**src/shared/src_cfg.svh**
```systemverilog
/*
 * Offsets, field positions, reset values and timing counts of the
 * system reset controller.
 * Assumes a single core clock whose rate is given here in kHz.
 */
`ifndef SRC_CFG_SVH
`define SRC_CFG_SVH

// ****************************************************************
// clock and timing
// ****************************************************************
`define SRC_CLK_KHZ 200000
`define SRC_SETTLE_MS 15
`define SRC_SETTLE_CYC (`SRC_SETTLE_MS * `SRC_CLK_KHZ)
`define SRC_BOR_HOLD_US 500
`define SRC_BOR_HOLD_CYC (`SRC_BOR_HOLD_US * (`SRC_CLK_KHZ / 1000))
`define SRC_INT_HOLD_CYC 32'h0000_0010

// ****************************************************************
// register offsets
// ****************************************************************
`define SRC_OFF_CAUSE 8'h00
`define SRC_OFF_BORCTL 8'h04
`define SRC_OFF_REGCTL 8'h08
`define SRC_OFF_SOFT0 8'h0c
`define SRC_OFF_SOFT1 8'h10
`define SRC_OFF_SOFT2 8'h14
`define SRC_OFF_WDLOAD 8'h18
`define SRC_OFF_WDCTL 8'h1c
`define SRC_OFF_WDSTAT 8'h20
`define SRC_OFF_WDCNT 8'h24

// ****************************************************************
// field positions
// ****************************************************************
`define SRC_CAUSE_EXT 0
`define SRC_CAUSE_POR 1
`define SRC_CAUSE_BOR 2
`define SRC_CAUSE_SW 3
`define SRC_CAUSE_WDT 4
`define SRC_CAUSE_REG 5
`define SRC_BOR_RECHECK 0
`define SRC_BOR_SELECT 1
`define SRC_BOR_IRQ 2
`define SRC_BOR_DLY_LSB 8
`define SRC_BOR_DLY_MSB 23
`define SRC_REG_ENABLE 0
`define SRC_REG_FLAG 1
`define SRC_WD_ENABLE 0
`define SRC_WD_RSTEN 1
`define SRC_WD_IRQ 0

// ****************************************************************
// reset values
// ****************************************************************
`define SRC_CAUSE_RST 6'h00
`define SRC_CTL_RST 32'h0000_0000
`define SRC_WDLOAD_RST 32'hffff_ffff

`endif

```
**src/shared/src_pkg.sv**
```systemverilog
/*
 * Types of the system reset controller.
 * Assumes nothing of its surroundings.
 */
package src_pkg;

  // ****************************************************************
  // sequencer states
  // ****************************************************************
  typedef enum logic [1:0] {
    SRC_RUN = 2'b00,
    SRC_HOLD = 2'b01,
    SRC_SETTLE = 2'b10,
    SRC_INT = 2'b11
  } src_state_e;

endpackage : src_pkg

```
**src/verilog/src_system_reset_control.sv**
```systemverilog
/*
 * System reset controller: gathers six reset sources, stretches the
 * internal reset, records causes, and holds a watchdog and soft resets.
 * Assumes all inputs synchronous to CORE_CLK_I and RESET_I to be the
 * true power-up reset of this logic.
 */
// Added by the designer: the strobed register port and the register offsets.
`timescale 1ns/100ps
`default_nettype none
`include "src_cfg.svh"

// Overview of operation
// - six sources: pin, power-on, brownout, software, watchdog, regulator
// - cause bits set per reset, kept across resets
// - pin reset clears all other cause bits
// - pin reset spares the test port controller
// - pin release starts oscillator settle count
// - power-up waits for pin and power-on, then settles
// - power-on detect honoured only at first power-up
// - power-on reset also resets test port controller
// - brownout reset disabled until software enables it
// - brownout resets with select or after recheck, interrupts only if neither set
// - recheck resamples brownout after delay, confirmed resets
// - brownout condition clears 500 us after set
// - three soft-reset registers; set then clear resets
// - soft reset hits all domains of unit
// - soft-reset bits match clock gating bit positions
// - system reset request resets whole system, then releases
// - watchdog interrupts first, may reset on second
// - first time-out reloads 32-bit counter, keeps counting
// - watchdog resets only if interrupt uncleared and enabled
// - regulator fault sets flag, resets; disabled after reset
// - pin/power-on settle slow; internal resets short
module src_system_reset_control #(
  parameter int UNIT_W = 32,
  parameter int SETTLE_CYC = `SRC_SETTLE_CYC,
  parameter int BOR_HOLD_CYC = `SRC_BOR_HOLD_CYC
) (
  input wire logic CORE_CLK_I,
  input wire logic RESET_I,
  input wire logic EXT_RESET_N_I,
  input wire logic POR_DETECT_I,
  input wire logic BROWNOUT_DETECT_I,
  input wire logic REGULATOR_FAULT_I,
  input wire logic SYSTEM_RESET_REQUEST_I,
  input wire logic [7:0] ADDR_I,
  input wire logic [31:0] WDATA_I,
  input wire logic WR_I,
  input wire logic RD_I,
  output logic [31:0] RDATA_O,
  output logic CORE_RESET_O,
  output logic [3*UNIT_W-1:0] PERIPH_RESET_O,
  output logic TAP_RESET_O,
  output logic BROWNOUT_IRQ_O,
  output logic WATCHDOG_IRQ_O
);

  // ****************************************************************
  // declarations
  // ****************************************************************
  src_pkg::src_state_e state_q, state_d;
  logic [31:0] cnt_q, cnt_d;
  logic core_rst_q, tap_rst_q, por_seen_q;
  logic [5:0] reset_cause_reg_q;
  logic brownout_recheck_enable_q, brownout_reset_select_q;
  logic [15:0] brownout_recheck_delay_q;
  logic bor_irq_q, bor_cond_q, bor_pend_q;
  logic [31:0] bor_life_q;
  logic [15:0] bor_wait_q;
  logic regulator_enable_q;
  logic [UNIT_W-1:0] soft_q [3];
  logic [31:0] watchdog_reload_value_q, wd_cnt_q;
  logic wd_en_q, wd_rsten_q, wd_irq_q;
  logic [31:0] rdata_q;
  logic sys_clr, ext_act, por_act, hard_act;
  logic bor_rise, bor_rst_evt, bor_irq_evt, wd_zero;
  logic sw_evt, wd_evt, reg_evt, int_evt;

  function automatic logic wr_at(input logic [7:0] a, input logic w,
                                 input logic [7:0] off);
    wr_at = w && (a == off);
  endfunction : wr_at

  // ****************************************************************
  // source detection
  // ****************************************************************
  assign sys_clr = RESET_I | core_rst_q;
  assign ext_act = !EXT_RESET_N_I;
  assign por_act = POR_DETECT_I && !por_seen_q;
  assign hard_act = ext_act | por_act;
  assign sw_evt = SYSTEM_RESET_REQUEST_I && state_q == src_pkg::SRC_RUN;
  assign reg_evt = REGULATOR_FAULT_I && regulator_enable_q;
  assign wd_zero = wd_en_q && wd_cnt_q == 32'h0000_0000;
  assign wd_evt = wd_zero && wd_irq_q && wd_rsten_q;
  assign bor_rise = BROWNOUT_DETECT_I && !bor_cond_q;
  assign bor_irq_evt = bor_rise && !brownout_reset_select_q
                       && !brownout_recheck_enable_q;
  assign bor_rst_evt = (bor_rise && brownout_reset_select_q)
                       || (bor_pend_q && bor_wait_q == 16'h0000
                           && BROWNOUT_DETECT_I);
  assign int_evt = sw_evt | wd_evt | reg_evt | bor_rst_evt;

  // ****************************************************************
  // reset sequencer
  // ****************************************************************
  always_comb begin
    state_d = state_q;
    cnt_d = cnt_q;
    case (state_q)
      src_pkg::SRC_HOLD: begin
        if (!hard_act) begin
          state_d = src_pkg::SRC_SETTLE;
          cnt_d = 32'(SETTLE_CYC - 1);
        end
      end
      src_pkg::SRC_SETTLE, src_pkg::SRC_INT: begin
        if (hard_act) begin
          state_d = src_pkg::SRC_HOLD;
        end else if (cnt_q == 32'h0000_0000) begin
          state_d = src_pkg::SRC_RUN;
        end else begin
          cnt_d = cnt_q - 32'h0000_0001;
        end
      end
      src_pkg::SRC_RUN: begin
        if (hard_act) begin
          state_d = src_pkg::SRC_HOLD;
        end else if (int_evt) begin
          state_d = src_pkg::SRC_INT;
          cnt_d = `SRC_INT_HOLD_CYC - 32'h0000_0001;
        end
      end
      default: begin
        state_d = src_pkg::SRC_HOLD;
      end
    endcase
  end

  always_ff @(posedge CORE_CLK_I) begin
    if (RESET_I) begin
      state_q <= src_pkg::SRC_HOLD;
      cnt_q <= 32'h0000_0000;
      core_rst_q <= 1'b1;
    end else begin
      state_q <= state_d;
      cnt_q <= cnt_d;
      core_rst_q <= (state_d != src_pkg::SRC_RUN);
    end
  end

  // test port reset follows power-on only
  always_ff @(posedge CORE_CLK_I) begin
    if (RESET_I) begin
      tap_rst_q <= 1'b1;
      por_seen_q <= 1'b0;
    end else begin
      tap_rst_q <= por_act;
      if (state_q == src_pkg::SRC_SETTLE) begin
        por_seen_q <= 1'b1;
      end
    end
  end

  // ****************************************************************
  // cause register
  // ****************************************************************
  always_ff @(posedge CORE_CLK_I) begin
    if (RESET_I) begin
      reset_cause_reg_q <= `SRC_CAUSE_RST;
    end else if (ext_act) begin
      reset_cause_reg_q <= 6'h01 << `SRC_CAUSE_EXT;
    end else begin
      reset_cause_reg_q <= (reset_cause_reg_q
        & ~(wr_at(ADDR_I, WR_I, `SRC_OFF_CAUSE) ? WDATA_I[5:0] : 6'h00))
        | ({5'h00, por_act} << `SRC_CAUSE_POR)
        | ({5'h00, bor_rst_evt} << `SRC_CAUSE_BOR)
        | ({5'h00, sw_evt} << `SRC_CAUSE_SW)
        | ({5'h00, wd_evt} << `SRC_CAUSE_WDT)
        | ({5'h00, reg_evt} << `SRC_CAUSE_REG);
    end
  end

  // ****************************************************************
  // brownout control and condition
  // ****************************************************************
  always_ff @(posedge CORE_CLK_I) begin
    if (sys_clr) begin
      brownout_recheck_enable_q <= 1'b0;
      brownout_reset_select_q <= 1'b0;
      brownout_recheck_delay_q <= 16'h0000;
      regulator_enable_q <= 1'b0;
    end else begin
      if (wr_at(ADDR_I, WR_I, `SRC_OFF_BORCTL)) begin
        brownout_recheck_enable_q <= WDATA_I[`SRC_BOR_RECHECK];
        brownout_reset_select_q <= WDATA_I[`SRC_BOR_SELECT];
        brownout_recheck_delay_q <= WDATA_I[`SRC_BOR_DLY_MSB:`SRC_BOR_DLY_LSB];
      end
      if (wr_at(ADDR_I, WR_I, `SRC_OFF_REGCTL)) begin
        regulator_enable_q <= WDATA_I[`SRC_REG_ENABLE];
      end
    end
  end

  always_ff @(posedge CORE_CLK_I) begin
    if (RESET_I) begin
      bor_irq_q <= 1'b0;
    end else if (bor_irq_evt) begin
      bor_irq_q <= 1'b1;
    end else if (wr_at(ADDR_I, WR_I, `SRC_OFF_BORCTL) && WDATA_I[`SRC_BOR_IRQ]) begin
      bor_irq_q <= 1'b0;
    end
  end

  // condition holds off new events for a fixed time
  always_ff @(posedge CORE_CLK_I) begin
    if (RESET_I) begin
      bor_cond_q <= 1'b0;
      bor_life_q <= 32'h0000_0000;
    end else if (bor_rise) begin
      bor_cond_q <= 1'b1;
      bor_life_q <= 32'(BOR_HOLD_CYC - 1);
    end else if (bor_cond_q) begin
      if (bor_life_q == 32'h0000_0000) begin
        bor_cond_q <= 1'b0;
      end else begin
        bor_life_q <= bor_life_q - 32'h0000_0001;
      end
    end
  end

  always_ff @(posedge CORE_CLK_I) begin
    if (RESET_I) begin
      bor_pend_q <= 1'b0;
      bor_wait_q <= 16'h0000;
    end else if (bor_rise && !brownout_reset_select_q && brownout_recheck_enable_q) begin
      bor_pend_q <= 1'b1;
      bor_wait_q <= brownout_recheck_delay_q;
    end else if (bor_pend_q) begin
      if (bor_wait_q == 16'h0000) begin
        bor_pend_q <= 1'b0;
      end else begin
        bor_wait_q <= bor_wait_q - 16'h0001;
      end
    end
  end

  // ****************************************************************
  // peripheral soft resets
  // ****************************************************************
  // bit k of each register is the unit at bit k of clock gating
  always_ff @(posedge CORE_CLK_I) begin
    if (sys_clr) begin
      soft_q[0] <= '0;
      soft_q[1] <= '0;
      soft_q[2] <= '0;
    end else begin
      if (wr_at(ADDR_I, WR_I, `SRC_OFF_SOFT0)) begin
        soft_q[0] <= WDATA_I[UNIT_W-1:0];
      end
      if (wr_at(ADDR_I, WR_I, `SRC_OFF_SOFT1)) begin
        soft_q[1] <= WDATA_I[UNIT_W-1:0];
      end
      if (wr_at(ADDR_I, WR_I, `SRC_OFF_SOFT2)) begin
        soft_q[2] <= WDATA_I[UNIT_W-1:0];
      end
    end
  end

  // ****************************************************************
  // watchdog
  // ****************************************************************
  always_ff @(posedge CORE_CLK_I) begin
    if (sys_clr) begin
      watchdog_reload_value_q <= `SRC_WDLOAD_RST;
      wd_cnt_q <= `SRC_WDLOAD_RST;
      wd_en_q <= 1'b0;
      wd_rsten_q <= 1'b0;
    end else begin
      if (wr_at(ADDR_I, WR_I, `SRC_OFF_WDLOAD)) begin
        watchdog_reload_value_q <= WDATA_I;
        wd_cnt_q <= WDATA_I;
      end else if (wd_zero) begin
        wd_cnt_q <= watchdog_reload_value_q;
      end else if (wd_en_q) begin
        wd_cnt_q <= wd_cnt_q - 32'h0000_0001;
      end
      if (wr_at(ADDR_I, WR_I, `SRC_OFF_WDCTL)) begin
        wd_en_q <= WDATA_I[`SRC_WD_ENABLE];
        wd_rsten_q <= WDATA_I[`SRC_WD_RSTEN];
      end
    end
  end

  always_ff @(posedge CORE_CLK_I) begin
    if (sys_clr) begin
      wd_irq_q <= 1'b0;
    end else if (wd_zero) begin
      wd_irq_q <= 1'b1;
    end else if (wr_at(ADDR_I, WR_I, `SRC_OFF_WDSTAT) && WDATA_I[`SRC_WD_IRQ]) begin
      wd_irq_q <= 1'b0;
    end
  end

  // ****************************************************************
  // register read port
  // ****************************************************************
  always_ff @(posedge CORE_CLK_I) begin
    if (RESET_I) begin
      rdata_q <= 32'h0000_0000;
    end else if (RD_I) begin
      case (ADDR_I)
        `SRC_OFF_CAUSE: rdata_q <= {26'h0000000, reset_cause_reg_q};
        `SRC_OFF_BORCTL: rdata_q <= {8'h00, brownout_recheck_delay_q, 5'h00,
                                     bor_irq_q, brownout_reset_select_q,
                                     brownout_recheck_enable_q};
        `SRC_OFF_REGCTL: rdata_q <= {30'h00000000,
                                     reset_cause_reg_q[`SRC_CAUSE_REG],
                                     regulator_enable_q};
        `SRC_OFF_SOFT0: rdata_q <= 32'(soft_q[0]);
        `SRC_OFF_SOFT1: rdata_q <= 32'(soft_q[1]);
        `SRC_OFF_SOFT2: rdata_q <= 32'(soft_q[2]);
        `SRC_OFF_WDLOAD: rdata_q <= watchdog_reload_value_q;
        `SRC_OFF_WDCTL: rdata_q <= {30'h00000000, wd_rsten_q, wd_en_q};
        `SRC_OFF_WDSTAT: rdata_q <= {31'h00000000, wd_irq_q};
        `SRC_OFF_WDCNT: rdata_q <= wd_cnt_q;
        default: rdata_q <= 32'h0000_0000;
      endcase
    end
  end

  // ****************************************************************
  // outputs
  // ****************************************************************
  assign RDATA_O = rdata_q;
  assign CORE_RESET_O = core_rst_q;
  assign PERIPH_RESET_O = {soft_q[2], soft_q[1], soft_q[0]}
                          | {(3*UNIT_W){core_rst_q}};
  assign TAP_RESET_O = tap_rst_q;
  assign BROWNOUT_IRQ_O = bor_irq_q;
  assign WATCHDOG_IRQ_O = wd_irq_q;
endmodule : src_system_reset_control
`default_nettype wire

```
**config.mk**
```make
export PLATFORM = sky130hd
export DESIGN_NAME = src_system_reset_control
export DESIGN_NICKNAME = d
export VERILOG_FILES = /design/src/shared/src_pkg.sv /design/src/verilog/src_system_reset_control.sv
export VERILOG_INCLUDE_DIRS = /design/src /design/src/shared
export SDC_FILE = /design/constraint.sdc
export NUM_CORES = 1
export LEC_CHECK = 0
export BUFFER_PORTS_ARGS = -buffer_cell sky130_fd_sc_hd__clkbuf_2
export CAP_MARGIN = 5
export CORE_MARGIN = 4
export CORE_UTILIZATION = 30
export DETAILED_ROUTE_END_ITERATION = 8
export PLACE_DENSITY_LB_ADDON = 0.15
export SLEW_MARGIN = 20
export SYNTH_ARGS = -nofsm -noshare
export SYNTH_HDL_FRONTEND = slang
export SYNTH_SLANG_ARGS = --single-unit
export TNS_END_PERCENT = 50
```
**constraint.sdc**
```tcl
create_clock -name CORE_CLK_I -period 3.32 [get_ports CORE_CLK_I]
set_clock_uncertainty 0.05 [all_clocks]
set_input_delay 0.332 -clock CORE_CLK_I [delete_from_list [all_inputs] [get_ports CORE_CLK_I]]
set_output_delay 0.332 -clock CORE_CLK_I [all_outputs]
set_load 0.01 [all_outputs]
```
; Word level (Yosys, flattened, before mapping)
; Memories as Yosys holds them, arrays and structs flattened.
; Index checks and enable logic that the tools add are counted.
[op_classes]
add_sub_neg = 4
eq_ne = 19
muxes = 48
n_bitwise = 18
reduce_logical = 49
[op_table]
columns = cell, count
row1 = $mux 32, 11
row2 = $pmux 32 s10, 1
row3 = $logic_not 32->1, 3
row4 = $or 96x96->96, 1
row5 = $pmux 32 s3, 1
row6 = $sub 32x1->32 const B, 3
row7 = $mux 17, 3
row8 = $mux 16, 3
row9 = $eq 8x5->1 const B, 4
row10 = $logic_and 1x1->1, 24
row11 = $mux 1, 22
row12 = $eq 8x4->1 const B, 2
row13 = $eq 8x6->1 const B, 2
row14 = $logic_not 16->1, 1
row15 = $sub 16x1->16 const B, 1
row16 = $ne 2x2->1 const B, 7
row17 = $mux 2, 5
row18 = $reduce_bool 2->1, 5
row19 = $eq 8x3->1 const B, 1
row20 = $logic_not 8->1, 1
row21 = $or 1x1->1, 8
row22 = $and 6x6->6, 1
row23 = $mux 6, 1
row24 = $not 6->6, 1
row25 = other kinds (16), 26
[word_totals]
regBits = 212
ram_bits = 96
out_inout_bits = 132
wordCells = 162
mem_count = 1
[memory_table]
columns = memory, words, width, read_ports, rd_ports_with_merged_regs, write_ports, line
row1 = soft_q, 3, 32, 3, 0, 3, src_system_reset_control.sv:71  ; logic [UNIT_W-1:0] soft_q [3];

; Depth between registers and ports, before layout
[logic_depth]
depth_word = 11
mapped_depth = 10

; Least setup slack after synthesis
; OpenSTA, ideal clock, no wires.
[synth_timing]
path_type = input -> register
start = input ADDR_I[3]
end = memory soft_q[2][0], in the netlist soft_q[0][64] (enable)
setup_ps = 389
arrival_ps = 2376
required_ps = 2881
setup_slack_ps = 505
cell_stages = 5
n_path_buf = 1
path_cell_list = or4b_2 -> nor2_1 -> clkbuf_1 -> nand2_1 -> nand2_1
[synth_lines]
columns = item, line
row1 = "start, declared", src_system_reset_control.sv:46  ; input wire logic [7:0] ADDR_I,
row2 = "end, declared", src_system_reset_control.sv:71

; Worst setup path after layout
[layout_timing]
start = register wd_cnt_q[7]
end = register cnt_q[14]
[layout_via]
elab_chain_len = 9
[layout_rtl]
columns = item, line
row1 = "start, declared", src_system_reset_control.sv:72  ; logic [31:0] watchdog_reload_value_q, wd_cnt_q;
row2 = "start signal, assigned", src_system_reset_control.sv:275  ; wd_cnt_q <= `SRC_WDLOAD_RST;
row3 = "start signal, assigned", src_system_reset_control.sv:283  ; wd_cnt_q <= watchdog_reload_value_q;
row4 = "start signal, assigned", src_system_reset_control.sv:285  ; wd_cnt_q <= wd_cnt_q - 32'h0000_0001;
row5 = $logic_not 32->1, src_system_reset_control.sv:93  ; assign wd_zero = wd_en_q && wd_cnt_q == 32'h0000_0000;
row6 = $logic_and 1x1->1, src_system_reset_control.sv:93
row7 = $logic_and 1x1->1 (2 in a row), src_system_reset_control.sv:94  ; assign wd_evt = wd_zero && wd_irq_q && wd_rsten_q;
row8 = $or 1x1->1 (3 in a row), src_system_reset_control.sv:101  ; assign int_evt = sw_evt | wd_evt | reg_evt | bor_rst_evt;
row9 = $ne 2x2->1 (no source line), --
row10 = $reduce_and 5->1 (no source line), --
row11 = "end signal, assigned", src_system_reset_control.sv:146  ; cnt_q <= cnt_d;
row12 = "end, declared", src_system_reset_control.sv:62  ; logic [31:0] cnt_q, cnt_d;
; Every way passes these cells.
; A chain may end at the register's enable or synchronous reset.

==> impl_metrics.ini <==
[outcome]
status = completed

[logic_synthesis]
synth.avg_cell_area_um2 = 8.98
ys_async_sr_fraction = 0
synth-edff-count = 96
ys_seq_area_frac = 0.488
synthTopCellsByArea = dfxtp_1, edfxtp_1, nor2_1
synth_ff_type = dfxtp_1
synth_warnings = 0
yosys_register_bits = 308
yosysTopAreaCell = dfxtp_1
synth_nets = 1683
synthCells = 1628
synth_top_area_share = 0.290
yosys.cell_types.count = 77
netlist_area_um2 = 14600

[cells_and_area]
finish.utilization = 0.373
nFillCells = 4855
drive_gt1_frac = 0.231
multiInputGateArea_um2 = 7010
syn2layout_area_growth_pct = 22.3
n_antenna_cell = 0
final_common_cell = dfxtp_1
fin_nets = 1871
final-instance-count-excl-fill = 2459
layout_common_cells = dfxtp_1, clkbuf_2, nor2_1
seqCellArea_um2 = 7130

[placement]
gp_congestion = 0.797
port_buffers = 180
place_inst = 2375
dpl.hpwl_um = 35800

[routing]
drt_iter0_markers = 1047
wirelength_um = 51100
wl_per_cell_um = 20.8
firstDrtPassIters = 7
ant_nets = 0
vias = 13100
vias_per_cell = 5.32
drc = 0

[job]
cap_violations = 0

[die]
row_count = 80
io_pins = 181
fp.dieArea_um2 = 52300
fp.dieH_um = 229
die_w_um = 229
start_util = 0.305
core_um2 = 47900

[worst_setup_path]
r2r_start = wd_cnt_q[7]
reg2reg_slack_ps = 340
crit_fanout = 13
reg2reg_depth = 6
critPathLaunch = wd_cnt_q[7]
critical_path_class = flip-flop to flip-flop
startpoint_type = flip-flop
end_kind = flip-flop
cp_data_required_time_ps = 3700
r2r-end = cnt_q[14]
endpoint = cnt_q[14]
worst-endpoint-arrival_ps = 3370

[sta]
max_slew.worst_pin.slew_ps = 902
period_share = 0.899
layout_min_cycle_time_ps = 2980
hold_ws_ps = 22.1
setup_viol = 0
relSlewSlack = 0.397
tns_ps = 0
max_freq_mhz = 335
slew_violations = 0
rsz0062_at_grt = false
hold_viol = 0

[clocking]
htreeDepth = 2
cts_setup_buffers = 0
cts_root_buf = clkbuf_16
post_cts_resized = 0
postCtsHoldBufs = 16
cts_tree = built
cts.sinks = 308
clockBufferDepth = 3
clock_latency_ps = 550
path_clk_slew_ps = 60
numCtsBuffers = 38

[grt]
grt_start_max_net_pins = 63
gr-total-overflow = 0
grt_pass1_vias = 12800
grt_pass1_wl_um = 77900
grt_util_all_layers = 0.188
antenna_found_initial = 0

[power_and_ir_drop]
p_per_area_nw_per_um2 = 499
irDropWorstVdd_v = 0.000373
finalPower_mw = 8.91
p_leak_nw = 6.71

[worst_hold_path]
hold_path.class = input port to flip-flop
-- routing by layer --
| metal | part of all wire | track usage |
|---|---|---|
| met2 | 0.46 | 0.305 |
| met4 | 0.019 | 0.0501 |
| met1 | 0.47 | 0.262 |
| met3 | 0.046 | 0.0274 |
| met5 | 0 | 0 |
-- worst max-delay path, stage by stage, from the launching register on --
cell and delay, ps:
dfxtp_1 400, or4_4 590, or4_4 580, nor4_4 430
o41a_2 370, o21ai_0 140, a32o_1 290
-- power by group --
group | total, mW | internal [mW] | leakage [nW] | switching (mW)
clock network | 4.25 | 2.60 | 0.614 | 1.64
logic | 0.658 | 0.253 | 3.22 | 0.406
registers | 4.01 | 3.94 | 2.88 | 0.0682
-- state kept, by name (all words and copies together) (netlist names), 2 cells and up --
name / count
reset_cause_reg_q: 6
RDATA_O: 32
brownout_recheck_delay_q: 16
bor_wait_q: 16
watchdog_reload_value_q: 32
wd_cnt_q: 32
cnt_q: 32
soft_q: 96
state_q: 2
bor_life_q: 32
-- logic make-up after synthesis --
family / Yosys count / synth area share
AO/OA/AOI/OAI: 408 / 0.184
buffers and inverters: 134 / 0.0366
adder cells (fa/ha/maj): 6 / 0.00514
flip-flops: 308 / 0.488
AND/OR/NAND/NOR: 706 / 0.247
XOR/XNOR: 62 / 0.0371
multiplexers: 4 / 0.00274
-- stage by stage --
stage                     cell area, um^2  setup WS [ps]
final                               17900            336
after global routing                17900            289
after CTS                           17900            387
after detailed placement            16500            408
after global placement              16500            413
after floorplan                     14600            505
-- worst min path at each step --
stage | from | endpoint | slack (ps) | cells past startpoint
floorplan | EXT_RESET_N_I | reset_cause_reg_q[0] | 370 | 1
global placement | por_seen_q | por_seen_q | 400 | 2
detailed placement | por_seen_q | por_seen_q | 400 | 2
global route | WDATA_I[14] | brownout_recheck_delay_q[6] | 20 | 3
finish | WDATA_I[3] | watchdog_reload_value_q[3] | 20 | 3
CTS | WDATA_I[27] | wd_cnt_q[27] | 2 | 2
-- cell usage after synthesis, types with 6 or more instances --
cell      instances
dfxtp_1         212
nor2_1          174
nand2_1         168
a21oi_1         129
or2_2           101
edfxtp_1         96
clkbuf_1         93
a22oi_1          78
o21ai_0          61
nor3_1           46
and2_1           39
xnor2_1          38
nand3_1          33
nor4_1           32
inv_1            29
a31oi_1          25
xor2_1           24
or4_1            20
a211oi_1         18
nand4_1          18
or3_1            14
a222oi_1         12
nand2b_1         10
o211ai_1         10
o31ai_1           9
and3_1            8
o22ai_1           7
a32o_1            6
and4_1            6
ha_1              6
-- cell type report --
cell class,instances,share of cell area
timing repair buffer,253,0.0896
clock buffer,57,0.0617
sequential,308,0.399
multi-input combinational,1186,0.392
tap,615,0.0430
clock inverter,11,0.00889
inverter,29,0.00609
No activity file was read; power rests on OpenSTA's default activity.
